<file path="src/verilog/uart_flow_pkg.sv">
// Purpose: constants, register map and types of the in-band flow control block
// Assumes: 32-bit AXI4-Lite register bus, byte stream from a receiver on clk
// Notes: every register takes one aligned word; reserved bits read as zero
package uart_flow_pkg;

  // ----------------------------------------------------------------
  // register map
  // ----------------------------------------------------------------
  localparam int unsigned ADDR_W = 8;
  localparam logic [7:0] OFF_CTRL = 8'h00;
  localparam logic [7:0] OFF_CHARS = 8'h04;
  localparam logic [7:0] OFF_STATUS = 8'h08;
  localparam logic [7:0] OFF_RXDATA = 8'h0c;
  localparam logic [7:0] OFF_TXDATA = 8'h10;

  localparam int unsigned CTRL_W = 7;
  localparam int unsigned CTRL_FLUSH_BIT = 7;
  localparam int unsigned STAT_OVR_BIT = 8;
  localparam int unsigned STAT_TXHOLD_BIT = 9;
  localparam int unsigned STAT_TXHALT_BIT = 10;
  localparam int unsigned STAT_PEERHALT_BIT = 11;
  localparam int unsigned RXDATA_VALID_BIT = 8;

  localparam logic [CTRL_W-1:0] CTRL_RESET = 7'h00;
  localparam logic [31:0] CHARS_RESET = 32'h0000_0000;

  localparam logic [1:0] RESP_OKAY = 2'h0;
  localparam logic [1:0] RESP_SLVERR = 2'h2;

  // ----------------------------------------------------------------
  // receive fifo and trigger levels
  // ----------------------------------------------------------------
  localparam int unsigned DATA_W = 8;
  localparam int unsigned FIFO_DEPTH = 32;
  localparam int unsigned PTR_W = 5;
  localparam int unsigned CNT_W = 6;
  localparam logic [CNT_W-1:0] FIFO_FULL_CNT = 6'h20;
  localparam logic [CNT_W-1:0] SINGLE_FULL_CNT = 6'h01;

  localparam logic [1:0] TRIG_ONE = 2'h0;
  localparam logic [1:0] TRIG_FOUR = 2'h1;
  localparam logic [1:0] TRIG_EIGHT = 2'h2;
  localparam logic [1:0] RX_TRIGGER_SIXTEEN = 2'h3;
  localparam logic [CNT_W-1:0] LVL_ZERO = 6'h00;
  localparam logic [CNT_W-1:0] LVL_ONE = 6'h01;
  localparam logic [CNT_W-1:0] LVL_FOUR = 6'h04;
  localparam logic [CNT_W-1:0] LVL_EIGHT = 6'h08;
  localparam logic [CNT_W-1:0] LVL_SIXTEEN = 6'h10;

  // ----------------------------------------------------------------
  // types
  // ----------------------------------------------------------------
  typedef struct packed {
    logic [1:0] trigSel;
    logic usePresetRxTrigger;
    logic rxDualCharFlowCombo;
    logic txDualCharFlowCombo;
    logic inbandFlowSelect;
    logic fifoEn;
  } ctrl_s;

  typedef struct packed {
    logic [7:0] haltSecond;
    logic [7:0] haltFirst;
    logic [7:0] resumeSecond;
    logic [7:0] resumeFirst;
  } chars_s;

  typedef enum logic [1:0] {
    SEQ_IDLE = 2'h0,
    SEQ_SECOND = 2'h1
  } seq_e;

endpackage : uart_flow_pkg

</file>
<file path="src/verilog/uart_fifo_mem.sv">
// Purpose: storage array of the receive fifo
// Assumes: one write and one read port on clk
// Notes: read data come out of a register, one cycle after the address
module uart_fifo_mem (
  input wire logic clk, // system clock
  input wire logic wrEn, // write strobe
  input wire logic [uart_flow_pkg::PTR_W-1:0] wrAddr, // write address
  input wire logic [uart_flow_pkg::DATA_W-1:0] wrData, // write data
  input wire logic [uart_flow_pkg::PTR_W-1:0] rdAddr, // read address
  output logic [uart_flow_pkg::DATA_W-1:0] rdData_ff // registered read data
);

  logic [uart_flow_pkg::DATA_W-1:0] mem [uart_flow_pkg::FIFO_DEPTH];

  always_ff @(posedge clk) begin
    if (wrEn) begin
      mem[wrAddr] <= wrData;
    end
  end

  always_ff @(posedge clk) begin
    rdData_ff <= mem[rdAddr];
  end

endmodule : uart_fifo_mem

</file>
<file path="src/verilog/uart_inband_flow.sv">
// Purpose: receive fifo with in-band two-character halt and resume flow control
// Assumes: received bytes arrive as one-cycle pulses at least two cycles apart
// Notes: registers over AXI4-Lite; flow characters go out ahead of host data

// Contract
// - With transmit flow and the preset trigger on, send halt first/second at the halt level and resume pair later.
// - With receive flow on, a received halt pair stops host bytes on our transmitter, a resume pair restarts them.
// - All four flow characters are separately programmable 8-bit values.
// - Recognised flow characters are dropped and never written into the receive fifo.
// - Preset trigger of sixteen gives a halt level of 16 and a resume level of 8.
// - Fill level may overshoot a threshold by a few characters while a pair goes out.
// - With the fifo disabled only one byte is buffered and a second one overruns.
module uart_inband_flow (
  input wire logic clk, // system clock
  input wire logic arst_n, // async reset, active low
  input wire logic [7:0] s_axi_awaddr, // write address
  input wire logic s_axi_awvalid, // write address valid
  output logic s_axi_awready, // write address ready
  input wire logic [31:0] s_axi_wdata, // write data
  input wire logic [3:0] s_axi_wstrb, // write strobes
  input wire logic s_axi_wvalid, // write data valid
  output logic s_axi_wready, // write data ready
  output logic [1:0] s_axi_bresp, // write response
  output logic s_axi_bvalid, // write response valid
  input wire logic s_axi_bready, // write response ready
  input wire logic [7:0] s_axi_araddr, // read address
  input wire logic s_axi_arvalid, // read address valid
  output logic s_axi_arready, // read address ready
  output logic [31:0] s_axi_rdata, // read data
  output logic [1:0] s_axi_rresp, // read response
  output logic s_axi_rvalid, // read data valid
  input wire logic s_axi_rready, // read data ready
  input wire logic rxValid, // received byte strobe
  input wire logic [7:0] rxData, // received byte
  output logic txOutValid, // byte offered to the transmitter
  output logic [7:0] txOutData, // byte to transmit
  input wire logic txOutReady // transmitter takes the byte
);

  // ----------------------------------------------------------------
  // state
  // ----------------------------------------------------------------
  uart_flow_pkg::ctrl_s fifoControlReg_ff;
  uart_flow_pkg::chars_s chars_ff;
  uart_flow_pkg::seq_e seqSt_ff;
  logic [7:0] awAddr_ff, arAddr_ff, txHold_ff, pendChar_ff, spillData_ff, seqSecond_ff;
  logic [31:0] wData_ff;
  logic [3:0] wStrb_ff;
  logic awHave_ff, wHave_ff, rdPend_ff, popOk_ff, overrun_ff, txHoldValid_ff;
  logic pendValid_ff, spillValid_ff, txHalted_ff, peerHalted_ff, seqHalt_ff;
  logic [uart_flow_pkg::PTR_W-1:0] wrPtr_ff, rdPtr_ff;
  logic [uart_flow_pkg::CNT_W-1:0] count_ff, haltLvl, resumeLvl;
  logic [7:0] memRd;

  logic doWrite, flush, full, pushNow, popNow, haltEv, resumeEv, setPend, clrPend, setSpill;
  logic outFree, needHalt, needResume, hostLoad, txFlow, rxFlow;
  logic [7:0] pushData;

  assign rxFlow = fifoControlReg_ff.inbandFlowSelect & fifoControlReg_ff.rxDualCharFlowCombo;
  assign txFlow = fifoControlReg_ff.inbandFlowSelect & fifoControlReg_ff.txDualCharFlowCombo;
  assign doWrite = awHave_ff & wHave_ff & ~s_axi_bvalid;
  assign flush = doWrite & (awAddr_ff == uart_flow_pkg::OFF_CTRL) & wStrb_ff[0]
    & wData_ff[uart_flow_pkg::CTRL_FLUSH_BIT];
  assign full = fifoControlReg_ff.fifoEn ? (count_ff == uart_flow_pkg::FIFO_FULL_CNT)
    : (count_ff >= uart_flow_pkg::SINGLE_FULL_CNT);
  assign popNow = rdPend_ff & popOk_ff;
  assign outFree = ~txOutValid | txOutReady;

  uart_fifo_mem u_mem (
    .clk(clk),
    .wrEn(pushNow & ~full),
    .wrAddr(wrPtr_ff),
    .wrData(pushData),
    .rdAddr(rdPtr_ff),
    .rdData_ff(memRd)
  );

  // ----------------------------------------------------------------
  // axi4-lite write side
  // ----------------------------------------------------------------
  always_ff @(posedge clk or negedge arst_n) begin
    if (!arst_n) begin
      s_axi_awready <= 1'b1;
      s_axi_wready <= 1'b1;
      awHave_ff <= 1'b0;
      wHave_ff <= 1'b0;
      awAddr_ff <= 8'h00;
      wData_ff <= 32'h0000_0000;
      wStrb_ff <= 4'h0;
      s_axi_bvalid <= 1'b0;
      s_axi_bresp <= uart_flow_pkg::RESP_OKAY;
    end else begin
      if (s_axi_awvalid && s_axi_awready) begin
        awAddr_ff <= s_axi_awaddr;
        awHave_ff <= 1'b1;
        s_axi_awready <= 1'b0;
      end
      if (s_axi_wvalid && s_axi_wready) begin
        wData_ff <= s_axi_wdata;
        wStrb_ff <= s_axi_wstrb;
        wHave_ff <= 1'b1;
        s_axi_wready <= 1'b0;
      end
      if (doWrite) begin
        awHave_ff <= 1'b0;
        wHave_ff <= 1'b0;
        s_axi_bvalid <= 1'b1;
        s_axi_bresp <= (awAddr_ff > uart_flow_pkg::OFF_TXDATA || awAddr_ff[1:0] != 2'h0)
          ? uart_flow_pkg::RESP_SLVERR : uart_flow_pkg::RESP_OKAY;
      end
      if (s_axi_bvalid && s_axi_bready) begin
        s_axi_bvalid <= 1'b0;
        s_axi_awready <= 1'b1;
        s_axi_wready <= 1'b1;
      end
    end
  end

  // only byte lane 0 steers ctrl; chars honour every lane
  always_ff @(posedge clk or negedge arst_n) begin
    if (!arst_n) begin
      fifoControlReg_ff <= uart_flow_pkg::CTRL_RESET;
      chars_ff <= uart_flow_pkg::CHARS_RESET;
    end else if (doWrite) begin
      if (awAddr_ff == uart_flow_pkg::OFF_CTRL && wStrb_ff[0]) begin
        fifoControlReg_ff <= uart_flow_pkg::ctrl_s'(wData_ff[uart_flow_pkg::CTRL_W-1:0]);
      end
      if (awAddr_ff == uart_flow_pkg::OFF_CHARS) begin
        for (int i = 0; i < 4; i++) begin
          if (wStrb_ff[i]) begin
            chars_ff[8*i +: 8] <= wData_ff[8*i +: 8];
          end
        end
      end
    end
  end

  // ----------------------------------------------------------------
  // axi4-lite read side
  // ----------------------------------------------------------------
  always_ff @(posedge clk or negedge arst_n) begin
    if (!arst_n) begin
      s_axi_arready <= 1'b1;
      s_axi_rvalid <= 1'b0;
      s_axi_rdata <= 32'h0000_0000;
      s_axi_rresp <= uart_flow_pkg::RESP_OKAY;
      rdPend_ff <= 1'b0;
      popOk_ff <= 1'b0;
      arAddr_ff <= 8'h00;
    end else begin
      if (s_axi_arvalid && s_axi_arready) begin
        arAddr_ff <= s_axi_araddr;
        s_axi_arready <= 1'b0;
        rdPend_ff <= 1'b1;
        // emptiness judged here: memory data for a byte written now is not yet visible
        popOk_ff <= (s_axi_araddr == uart_flow_pkg::OFF_RXDATA) && (count_ff != 6'h00);
      end
      if (rdPend_ff) begin
        rdPend_ff <= 1'b0;
        s_axi_rvalid <= 1'b1;
        s_axi_rresp <= uart_flow_pkg::RESP_OKAY;
        s_axi_rdata <= 32'h0000_0000;
        unique case (arAddr_ff)
          uart_flow_pkg::OFF_CTRL: s_axi_rdata <= {25'h0, fifoControlReg_ff};
          uart_flow_pkg::OFF_CHARS: s_axi_rdata <= chars_ff;
          uart_flow_pkg::OFF_STATUS: s_axi_rdata <= {20'h0, peerHalted_ff, txHalted_ff,
            txHoldValid_ff, overrun_ff, 2'h0, count_ff};
          uart_flow_pkg::OFF_RXDATA: s_axi_rdata <= {23'h0, popOk_ff, memRd};
          uart_flow_pkg::OFF_TXDATA: s_axi_rdata <= {24'h0, txHold_ff};
          default: s_axi_rresp <= uart_flow_pkg::RESP_SLVERR;
        endcase
      end
      if (s_axi_rvalid && s_axi_rready) begin
        s_axi_rvalid <= 1'b0;
        s_axi_arready <= 1'b1;
      end
    end
  end

  // ----------------------------------------------------------------
  // receive recognition
  // ----------------------------------------------------------------
  always_comb begin
    pushNow = 1'b0;
    pushData = rxData;
    haltEv = 1'b0;
    resumeEv = 1'b0;
    setPend = 1'b0;
    clrPend = 1'b0;
    setSpill = 1'b0;
    if (spillValid_ff) begin
      pushNow = 1'b1;
      pushData = spillData_ff;
    end else if (rxValid) begin
      if (!rxFlow) begin
        pushNow = 1'b1;
      end else if (pendValid_ff) begin
        clrPend = 1'b1;
        if (pendChar_ff == chars_ff.haltFirst && rxData == chars_ff.haltSecond) begin
          haltEv = 1'b1;
        end else if (pendChar_ff == chars_ff.resumeFirst && rxData == chars_ff.resumeSecond) begin
          resumeEv = 1'b1;
        end else begin
          pushNow = 1'b1;
          pushData = pendChar_ff;
          if (rxData == chars_ff.haltFirst || rxData == chars_ff.resumeFirst) begin
            setPend = 1'b1;
          end else begin
            setSpill = 1'b1;
          end
        end
      end else if (rxData == chars_ff.haltFirst || rxData == chars_ff.resumeFirst) begin
        setPend = 1'b1;
      end else begin
        pushNow = 1'b1;
      end
    end
  end

  always_ff @(posedge clk or negedge arst_n) begin
    if (!arst_n) begin
      pendValid_ff <= 1'b0;
      pendChar_ff <= 8'h00;
      spillValid_ff <= 1'b0;
      spillData_ff <= 8'h00;
      txHalted_ff <= 1'b0;
    end else begin
      spillValid_ff <= setSpill;
      if (setSpill) begin
        spillData_ff <= rxData;
      end
      if (setPend) begin
        pendValid_ff <= 1'b1;
        pendChar_ff <= rxData;
      end else if (clrPend || !rxFlow) begin
        pendValid_ff <= 1'b0;
      end
      if (haltEv) begin
        txHalted_ff <= 1'b1;
      end else if (resumeEv || !rxFlow) begin
        txHalted_ff <= 1'b0;
      end
    end
  end

  // ----------------------------------------------------------------
  // fifo pointers and overrun
  // ----------------------------------------------------------------
  always_ff @(posedge clk or negedge arst_n) begin
    if (!arst_n) begin
      wrPtr_ff <= 5'h00;
      rdPtr_ff <= 5'h00;
      count_ff <= 6'h00;
    end else if (flush) begin
      wrPtr_ff <= 5'h00;
      rdPtr_ff <= 5'h00;
      count_ff <= 6'h00;
    end else begin
      if (pushNow && !full) begin
        wrPtr_ff <= wrPtr_ff + 5'h01;
      end
      if (popNow) begin
        rdPtr_ff <= rdPtr_ff + 5'h01;
      end
      count_ff <= count_ff + {5'h00, pushNow & ~full} - {5'h00, popNow};
    end
  end

  // a new overrun in the clearing cycle keeps the flag set
  always_ff @(posedge clk or negedge arst_n) begin
    if (!arst_n) begin
      overrun_ff <= 1'b0;
    end else if (pushNow && full) begin
      overrun_ff <= 1'b1;
    end else if (doWrite && awAddr_ff == uart_flow_pkg::OFF_STATUS && wStrb_ff[1]
      && wData_ff[uart_flow_pkg::STAT_OVR_BIT]) begin
      overrun_ff <= 1'b0;
    end
  end

  // ----------------------------------------------------------------
  // transmit side: flow pairs ahead of host data
  // ----------------------------------------------------------------
  always_comb begin
    haltLvl = uart_flow_pkg::LVL_SIXTEEN;
    resumeLvl = uart_flow_pkg::LVL_EIGHT;
    unique case (fifoControlReg_ff.trigSel)
      uart_flow_pkg::TRIG_ONE: begin
        haltLvl = uart_flow_pkg::LVL_ONE;
        resumeLvl = uart_flow_pkg::LVL_ZERO;
      end
      uart_flow_pkg::TRIG_FOUR: begin
        haltLvl = uart_flow_pkg::LVL_FOUR;
        resumeLvl = uart_flow_pkg::LVL_ONE;
      end
      uart_flow_pkg::TRIG_EIGHT: begin
        haltLvl = uart_flow_pkg::LVL_EIGHT;
        resumeLvl = uart_flow_pkg::LVL_FOUR;
      end
      uart_flow_pkg::RX_TRIGGER_SIXTEEN: begin
        haltLvl = uart_flow_pkg::LVL_SIXTEEN;
        resumeLvl = uart_flow_pkg::LVL_EIGHT;
      end
    endcase
  end

  // levels are judged only when a pair may start, so the fill level can overshoot
  assign needHalt = txFlow & fifoControlReg_ff.usePresetRxTrigger & ~peerHalted_ff
    & (count_ff >= haltLvl);
  assign needResume = txFlow & peerHalted_ff
    & (~fifoControlReg_ff.usePresetRxTrigger | (count_ff <= resumeLvl));
  assign hostLoad = (seqSt_ff == uart_flow_pkg::SEQ_IDLE) & ~needHalt & ~needResume
    & outFree & txHoldValid_ff & ~txHalted_ff;

  always_ff @(posedge clk or negedge arst_n) begin
    if (!arst_n) begin
      seqSt_ff <= uart_flow_pkg::SEQ_IDLE;
      txOutValid <= 1'b0;
      txOutData <= 8'h00;
      seqSecond_ff <= 8'h00;
      seqHalt_ff <= 1'b0;
      peerHalted_ff <= 1'b0;
    end else begin
      if (outFree) begin
        txOutValid <= 1'b0;
      end
      if (!txFlow) begin
        peerHalted_ff <= 1'b0;
      end
      unique case (seqSt_ff)
        uart_flow_pkg::SEQ_IDLE: begin
          if (outFree && (needHalt || needResume)) begin
            txOutValid <= 1'b1;
            txOutData <= needHalt ? chars_ff.haltFirst : chars_ff.resumeFirst;
            seqSecond_ff <= needHalt ? chars_ff.haltSecond : chars_ff.resumeSecond;
            seqHalt_ff <= needHalt;
            seqSt_ff <= uart_flow_pkg::SEQ_SECOND;
          end else if (hostLoad) begin
            txOutValid <= 1'b1;
            txOutData <= txHold_ff;
          end
        end
        uart_flow_pkg::SEQ_SECOND: begin
          if (outFree) begin
            txOutValid <= 1'b1;
            txOutData <= seqSecond_ff;
            peerHalted_ff <= seqHalt_ff;
            seqSt_ff <= uart_flow_pkg::SEQ_IDLE;
          end
        end
        default: seqSt_ff <= uart_flow_pkg::SEQ_IDLE;
      endcase
    end
  end

  // one-byte host holding register; writes while full are dropped
  always_ff @(posedge clk or negedge arst_n) begin
    if (!arst_n) begin
      txHoldValid_ff <= 1'b0;
      txHold_ff <= 8'h00;
    end else if (hostLoad) begin
      txHoldValid_ff <= 1'b0;
    end else if (doWrite && awAddr_ff == uart_flow_pkg::OFF_TXDATA && wStrb_ff[0]
      && !txHoldValid_ff) begin
      txHoldValid_ff <= 1'b1;
      txHold_ff <= wData_ff[7:0];
    end
  end
endmodule : uart_inband_flow
</file>
<file path="config.mk">
export PLATFORM = sky130hd
export DESIGN_NAME = uart_inband_flow
export DESIGN_NICKNAME = d
export VERILOG_FILES = /design/src/verilog/uart_flow_pkg.sv /design/src/verilog/uart_fifo_mem.sv /design/src/verilog/uart_inband_flow.sv
export SDC_FILE = /design/constraint.sdc
export NUM_CORES = 1
export LEC_CHECK = 0
export BUFFER_PORTS_ARGS = -buffer_cell sky130_fd_sc_hd__clkbuf_2
export CAP_MARGIN = 20
export CORE_MARGIN = 2
export CORE_UTILIZATION = 58
export CTS_CLUSTER_SIZE = 14
export DETAILED_ROUTE_END_ITERATION = 10
export PLACE_DENSITY = 0.85
export SLEW_MARGIN = 20
export SYNTH_ARGS = -nofsm -noshare
export SYNTH_HDL_FRONTEND = slang
export SYNTH_SLANG_ARGS = --single-unit
</file>
<file path="constraint.sdc">
create_clock -name clk -period 9.3 [get_ports clk]
set_clock_uncertainty 0.05 [all_clocks]
set_input_delay 0.93 -clock clk [delete_from_list [all_inputs] [get_ports clk]]
set_output_delay 0.93 -clock clk [all_outputs]
set_load 0.05 [all_outputs]
</file>
==> metrics.md <==
| Metric | Value |
|---|---|
| Worst vdd ir | about 0.18 mV |
| Worst Path Arrival | between 4000 and 5000 ps |
| Seq cells post-synth | ~460 |
| TritonCTS Buffers | 47 |
| EDFF count, synth | about 260 |
| Fmax | roughly 240 MHz |
| I/O pin total | approximately 120 |
| Status | finished clean |
| Multi-input logic area | about 0.0064 sq mm |
| Critical path class | in -> reg |
| Slew headroom | 0.252 |
| Die area | approximately 0.035 sq mm |
| # setup viols final | 0 |
| P&R area growth vs syn | 13.7% |
| Starting density of the core | 0.587 |
| Antenna violations before repair | 1 |
| Pre-CTS setup slack | a little under 5000 ps |
| CTS Root Cell | clkbuf_16 |
| Startpoint Class | primary input |
| Clk_lat worst skew | roughly 550 ps |
| Critical path required time | ~9700 ps |
| Core ar. | ~0.033 sq mm |
| Most common flop cell mapped by yosys | edfxtp_1 |
| Post-synth ARST share | 0.430 |
| R2R Path Start | chars_ff[21]$_DFFE_PN0P_ |
| Critical path endpoint category | flip-flop |
| Largest net degree at the start of global routing | a little under 80 |
| Final Cycle Share | 0.446 |
| Post-DR wirelength/cell | 24.9 um |
| # DRC | 0 |
| Grt ovf | 0 |
| Post-layout util | 0.667 |
| Placed instance count | 1740 |
| Final Hold Fails | 0 |
| # Max-Cap Violations | 0 |
| Number of port buffers | about 120 |
| FILL cells | about 2100 |
| Max Slew Vio Count | 0 |
| GRT Util Overall | 0.263 |
| Hold Path Class | in -> async |
| Sequential cell area | 0.0128 sq mm |
| Number of global-route vias before repair | between 10000 and 15000 |
| GPL Wtd Cong | about 0.89 |
| Clock-pin slew on the worst setup and hold paths | ~60 ps |
| Setup_tns | 0 ps |
| Resized cells post-CTS | 0 |
| CTS sink count | around 460 |
| DRT Pass-1 Iters | 8 |
| Max clock buf depth | 3 |
| # H-tree levels | 2 |
| Largest cells by area after synthesis | edfxtp_1 (39%), dfrtp_1 (25%), mux4_2 (9.2%) |
| Post-CTS Hold Buffers | 0 |
| Post-CTS setup buffers | 0 |
| Die Y | ~190 um |
| First-pass GRT wire length | between 70000 and 80000 um |
| Die width | 188 um |
| Fin nets | 1434 |
| Mean Syn Cell Area | about 16 sq um |
| Ys Warns | 0 |
| Hpwl dp | 28400 um |
| Yosys top cell by area | edfxtp_1 |
| Rows | 67 |
| Share of layout cells above drive strength 1 | 0.313 |
| Crit-path slowest cell | nor4_1 |
| PD cells | 235 mW/mm^2 |
| Critical path origin | rxData[5] |
| Leakage | roughly 8.6 nW |
| Avg Vias per Cell | 6.33 |
| Register area share after synthesis | 0.656 |
| CTS tree | yes |
| Unrepaired setup endpoints after global routing | no |
| Final ANT Viol Nets | 0 |
| Worst path cell trace | clkbuf_2 -> xnor2_1 -> nand4_1 -> nor4_1 -> o21a_1 -> nor2_1 -> buf_4 -> inv_1 -> ha_1 -> inv_1 -> ha_1 -> fa_1 -> a21oi_1 -> nor2_1 -> nor2_1 -> xor2_1 -> nor2_1 |
| Initial DRC Count | about 1100 |
| WL final | roughly 46000 um |
| Worst slew pin tran | 1110 ps |
| Setup slack after layout | around 5100 ps |
| Non-Filler Instances | between 1500 and 2000 |
| Unique masters post-synth | 64 |
| Post-Synthesis Cells | about 1200 |
| Top cell type's share of synthesized area | 0.393 |
| CP Max Fanout | 25 |
| Fin crit period | 4150 ps |
| Crit-path most repeated cell | nor2_1 |
| Via count | 11600 |
| Critical Path Max Stage Delay | approximately 950 ps |
| Synthesized cell area | just under 0.02 sq mm |
-- path summary, 6_finish.rpt --
| check | cells past startpoint | slack (ps) | to |
|---|---|---|---|
| worst min register to register | 2 | 440 | s_axi_bresp[1]$_DFFE_PN0P_ |
| worst max-delay path | 17 | 5150 | count_ff[4]$_DFF_PN0_ |
| worst max register to register | 16 | 5210 | count_ff[4]$_DFF_PN0_ |
| worst min-delay path | 1 | 360 | arAddr_ff[5]$_DFFE_PN0P_ |
| max in group asynchronous | 3 | 6870 | awHave_ff$_DFFE_PN0P_ |
| min in group clk | 2 | 440 | s_axi_bresp[1]$_DFFE_PN0P_ |
-- through the flow --
stage	hold WS (ps)	instance area, sq um	power [mW]
global route	404	22200	5.43
floorplan	400	19600	3.11
detailed placement	423	20700	3.36
finish	359	22200	5.24
CTS	378	22200	5.25
global placement	411	20600	3.31
-- power by group --
part	internal (mW)	total (mW)	leakage (nW)	switching, mW
logic	0.356	0.762	2.90	0.406
clock network	1.11	1.89	0.750	0.776
registers	2.37	2.58	4.98	0.217
-- kinds of logic after synthesis --
logic type	count (synthesis)	share of synthesized area
simple gates	199	0.0552
buf+inv	97	0.0191
other cells	1	0.000192
compound gates	144	0.0493
flops	463	0.656
mux	236	0.181
xor+xnor	56	0.0251
fa+ha+maj	23	0.0151
-- cells in the final DEF (no fill, tap or decap), types with 6 or more instances in the layout --
master	Yosys	routed
a211o_1	9	9
a21oi_1	16	16
a22o_1	21	21
a31oi_1	9	9
and3_1	34	34
buf_4	2	14
clkbuf_1	46	11
clkbuf_16	0	49
clkbuf_2	0	115
clkbuf_8	0	6
clkinv_2	0	8
dfrtp_1	196	194
dfxtp_1	8	8
edfxtp_1	256	256
ha_1	22	22
inv_1	39	39
mux2_2	120	120
mux2i_1	32	32
mux4_2	80	80
nand2_1	49	49
nand3_1	11	11
nand4_1	15	15
nor2_1	39	39
nor2b_1	7	7
nor3_1	7	6
nor3b_1	8	8
o21ai_0	40	32
o22ai_1	15	15
o2bb2ai_1	8	8
xnor2_1	52	52
-- synth_stat cells (21+ instances only) --
cell,count
mux2i_1,32
inv_1,39
mux4_2,80
a22o_1,21
nor2_1,39
mux2_2,120
dfrtp_1,196
ha_1,22
xnor2_1,52
and3_1,34
clkbuf_1,46
o21ai_0,40
edfxtp_1,256
nand2_1,49
-- state kept, by name, summed over array words and instances (netlist names), 4 cells and up --
| signal | cells |
|---|---|
| txHold_ff | 8 |
| awAddr_ff | 8 |
| wStrb_ff | 4 |
| s_axi_rdata | 32 |
| seqSecond_ff | 8 |
| chars_ff | 32 |
| count_ff | 6 |
| txOutData | 8 |
| fifoControlReg_ff | 7 |
| wrPtr_ff | 5 |
| wData_ff | 32 |
| rdPtr_ff | 5 |
| pendChar_ff | 8 |
| u_mem.rdData_ff | 8 |
| spillData_ff | 8 |
| u_mem.mem | 256 |
| arAddr_ff | 8 |
-- final cells by class --
type / instances / area share
Sequential cell: 463 / 0.577
Antenna cell: 1 / 0.000112
Multi-Input combinational cell: 660 / 0.290
Clock buffer: 65 / 0.0601
Inverter: 39 / 0.00658
Timing Repair Buffer: 131 / 0.0319
Clock inverter: 21 / 0.00945
Tap cell: 448 / 0.0252
-- critical path, delay by kind of cell --
kind	cells	cell delay (ps)
buffers and inverters	4	520
adders and majority gates	3	790
xor gates and xnor gates	2	380
and+or+nand+nor	6	1390
AOI/OAI and AO/OA	2	490
-- per-layer routing --
metal  GRT usage  part of all wire  vias up  routed length (um)
met5           0                 0        -                   0
met4      0.0936             0.033        0                1500
met3      0.0410             0.071      103                3240
met2       0.430              0.49      576               22400
met1       0.364              0.40     5977               18400
li1            -                 -     4915                   -
No activity file was read; power rests on OpenSTA's default activity.
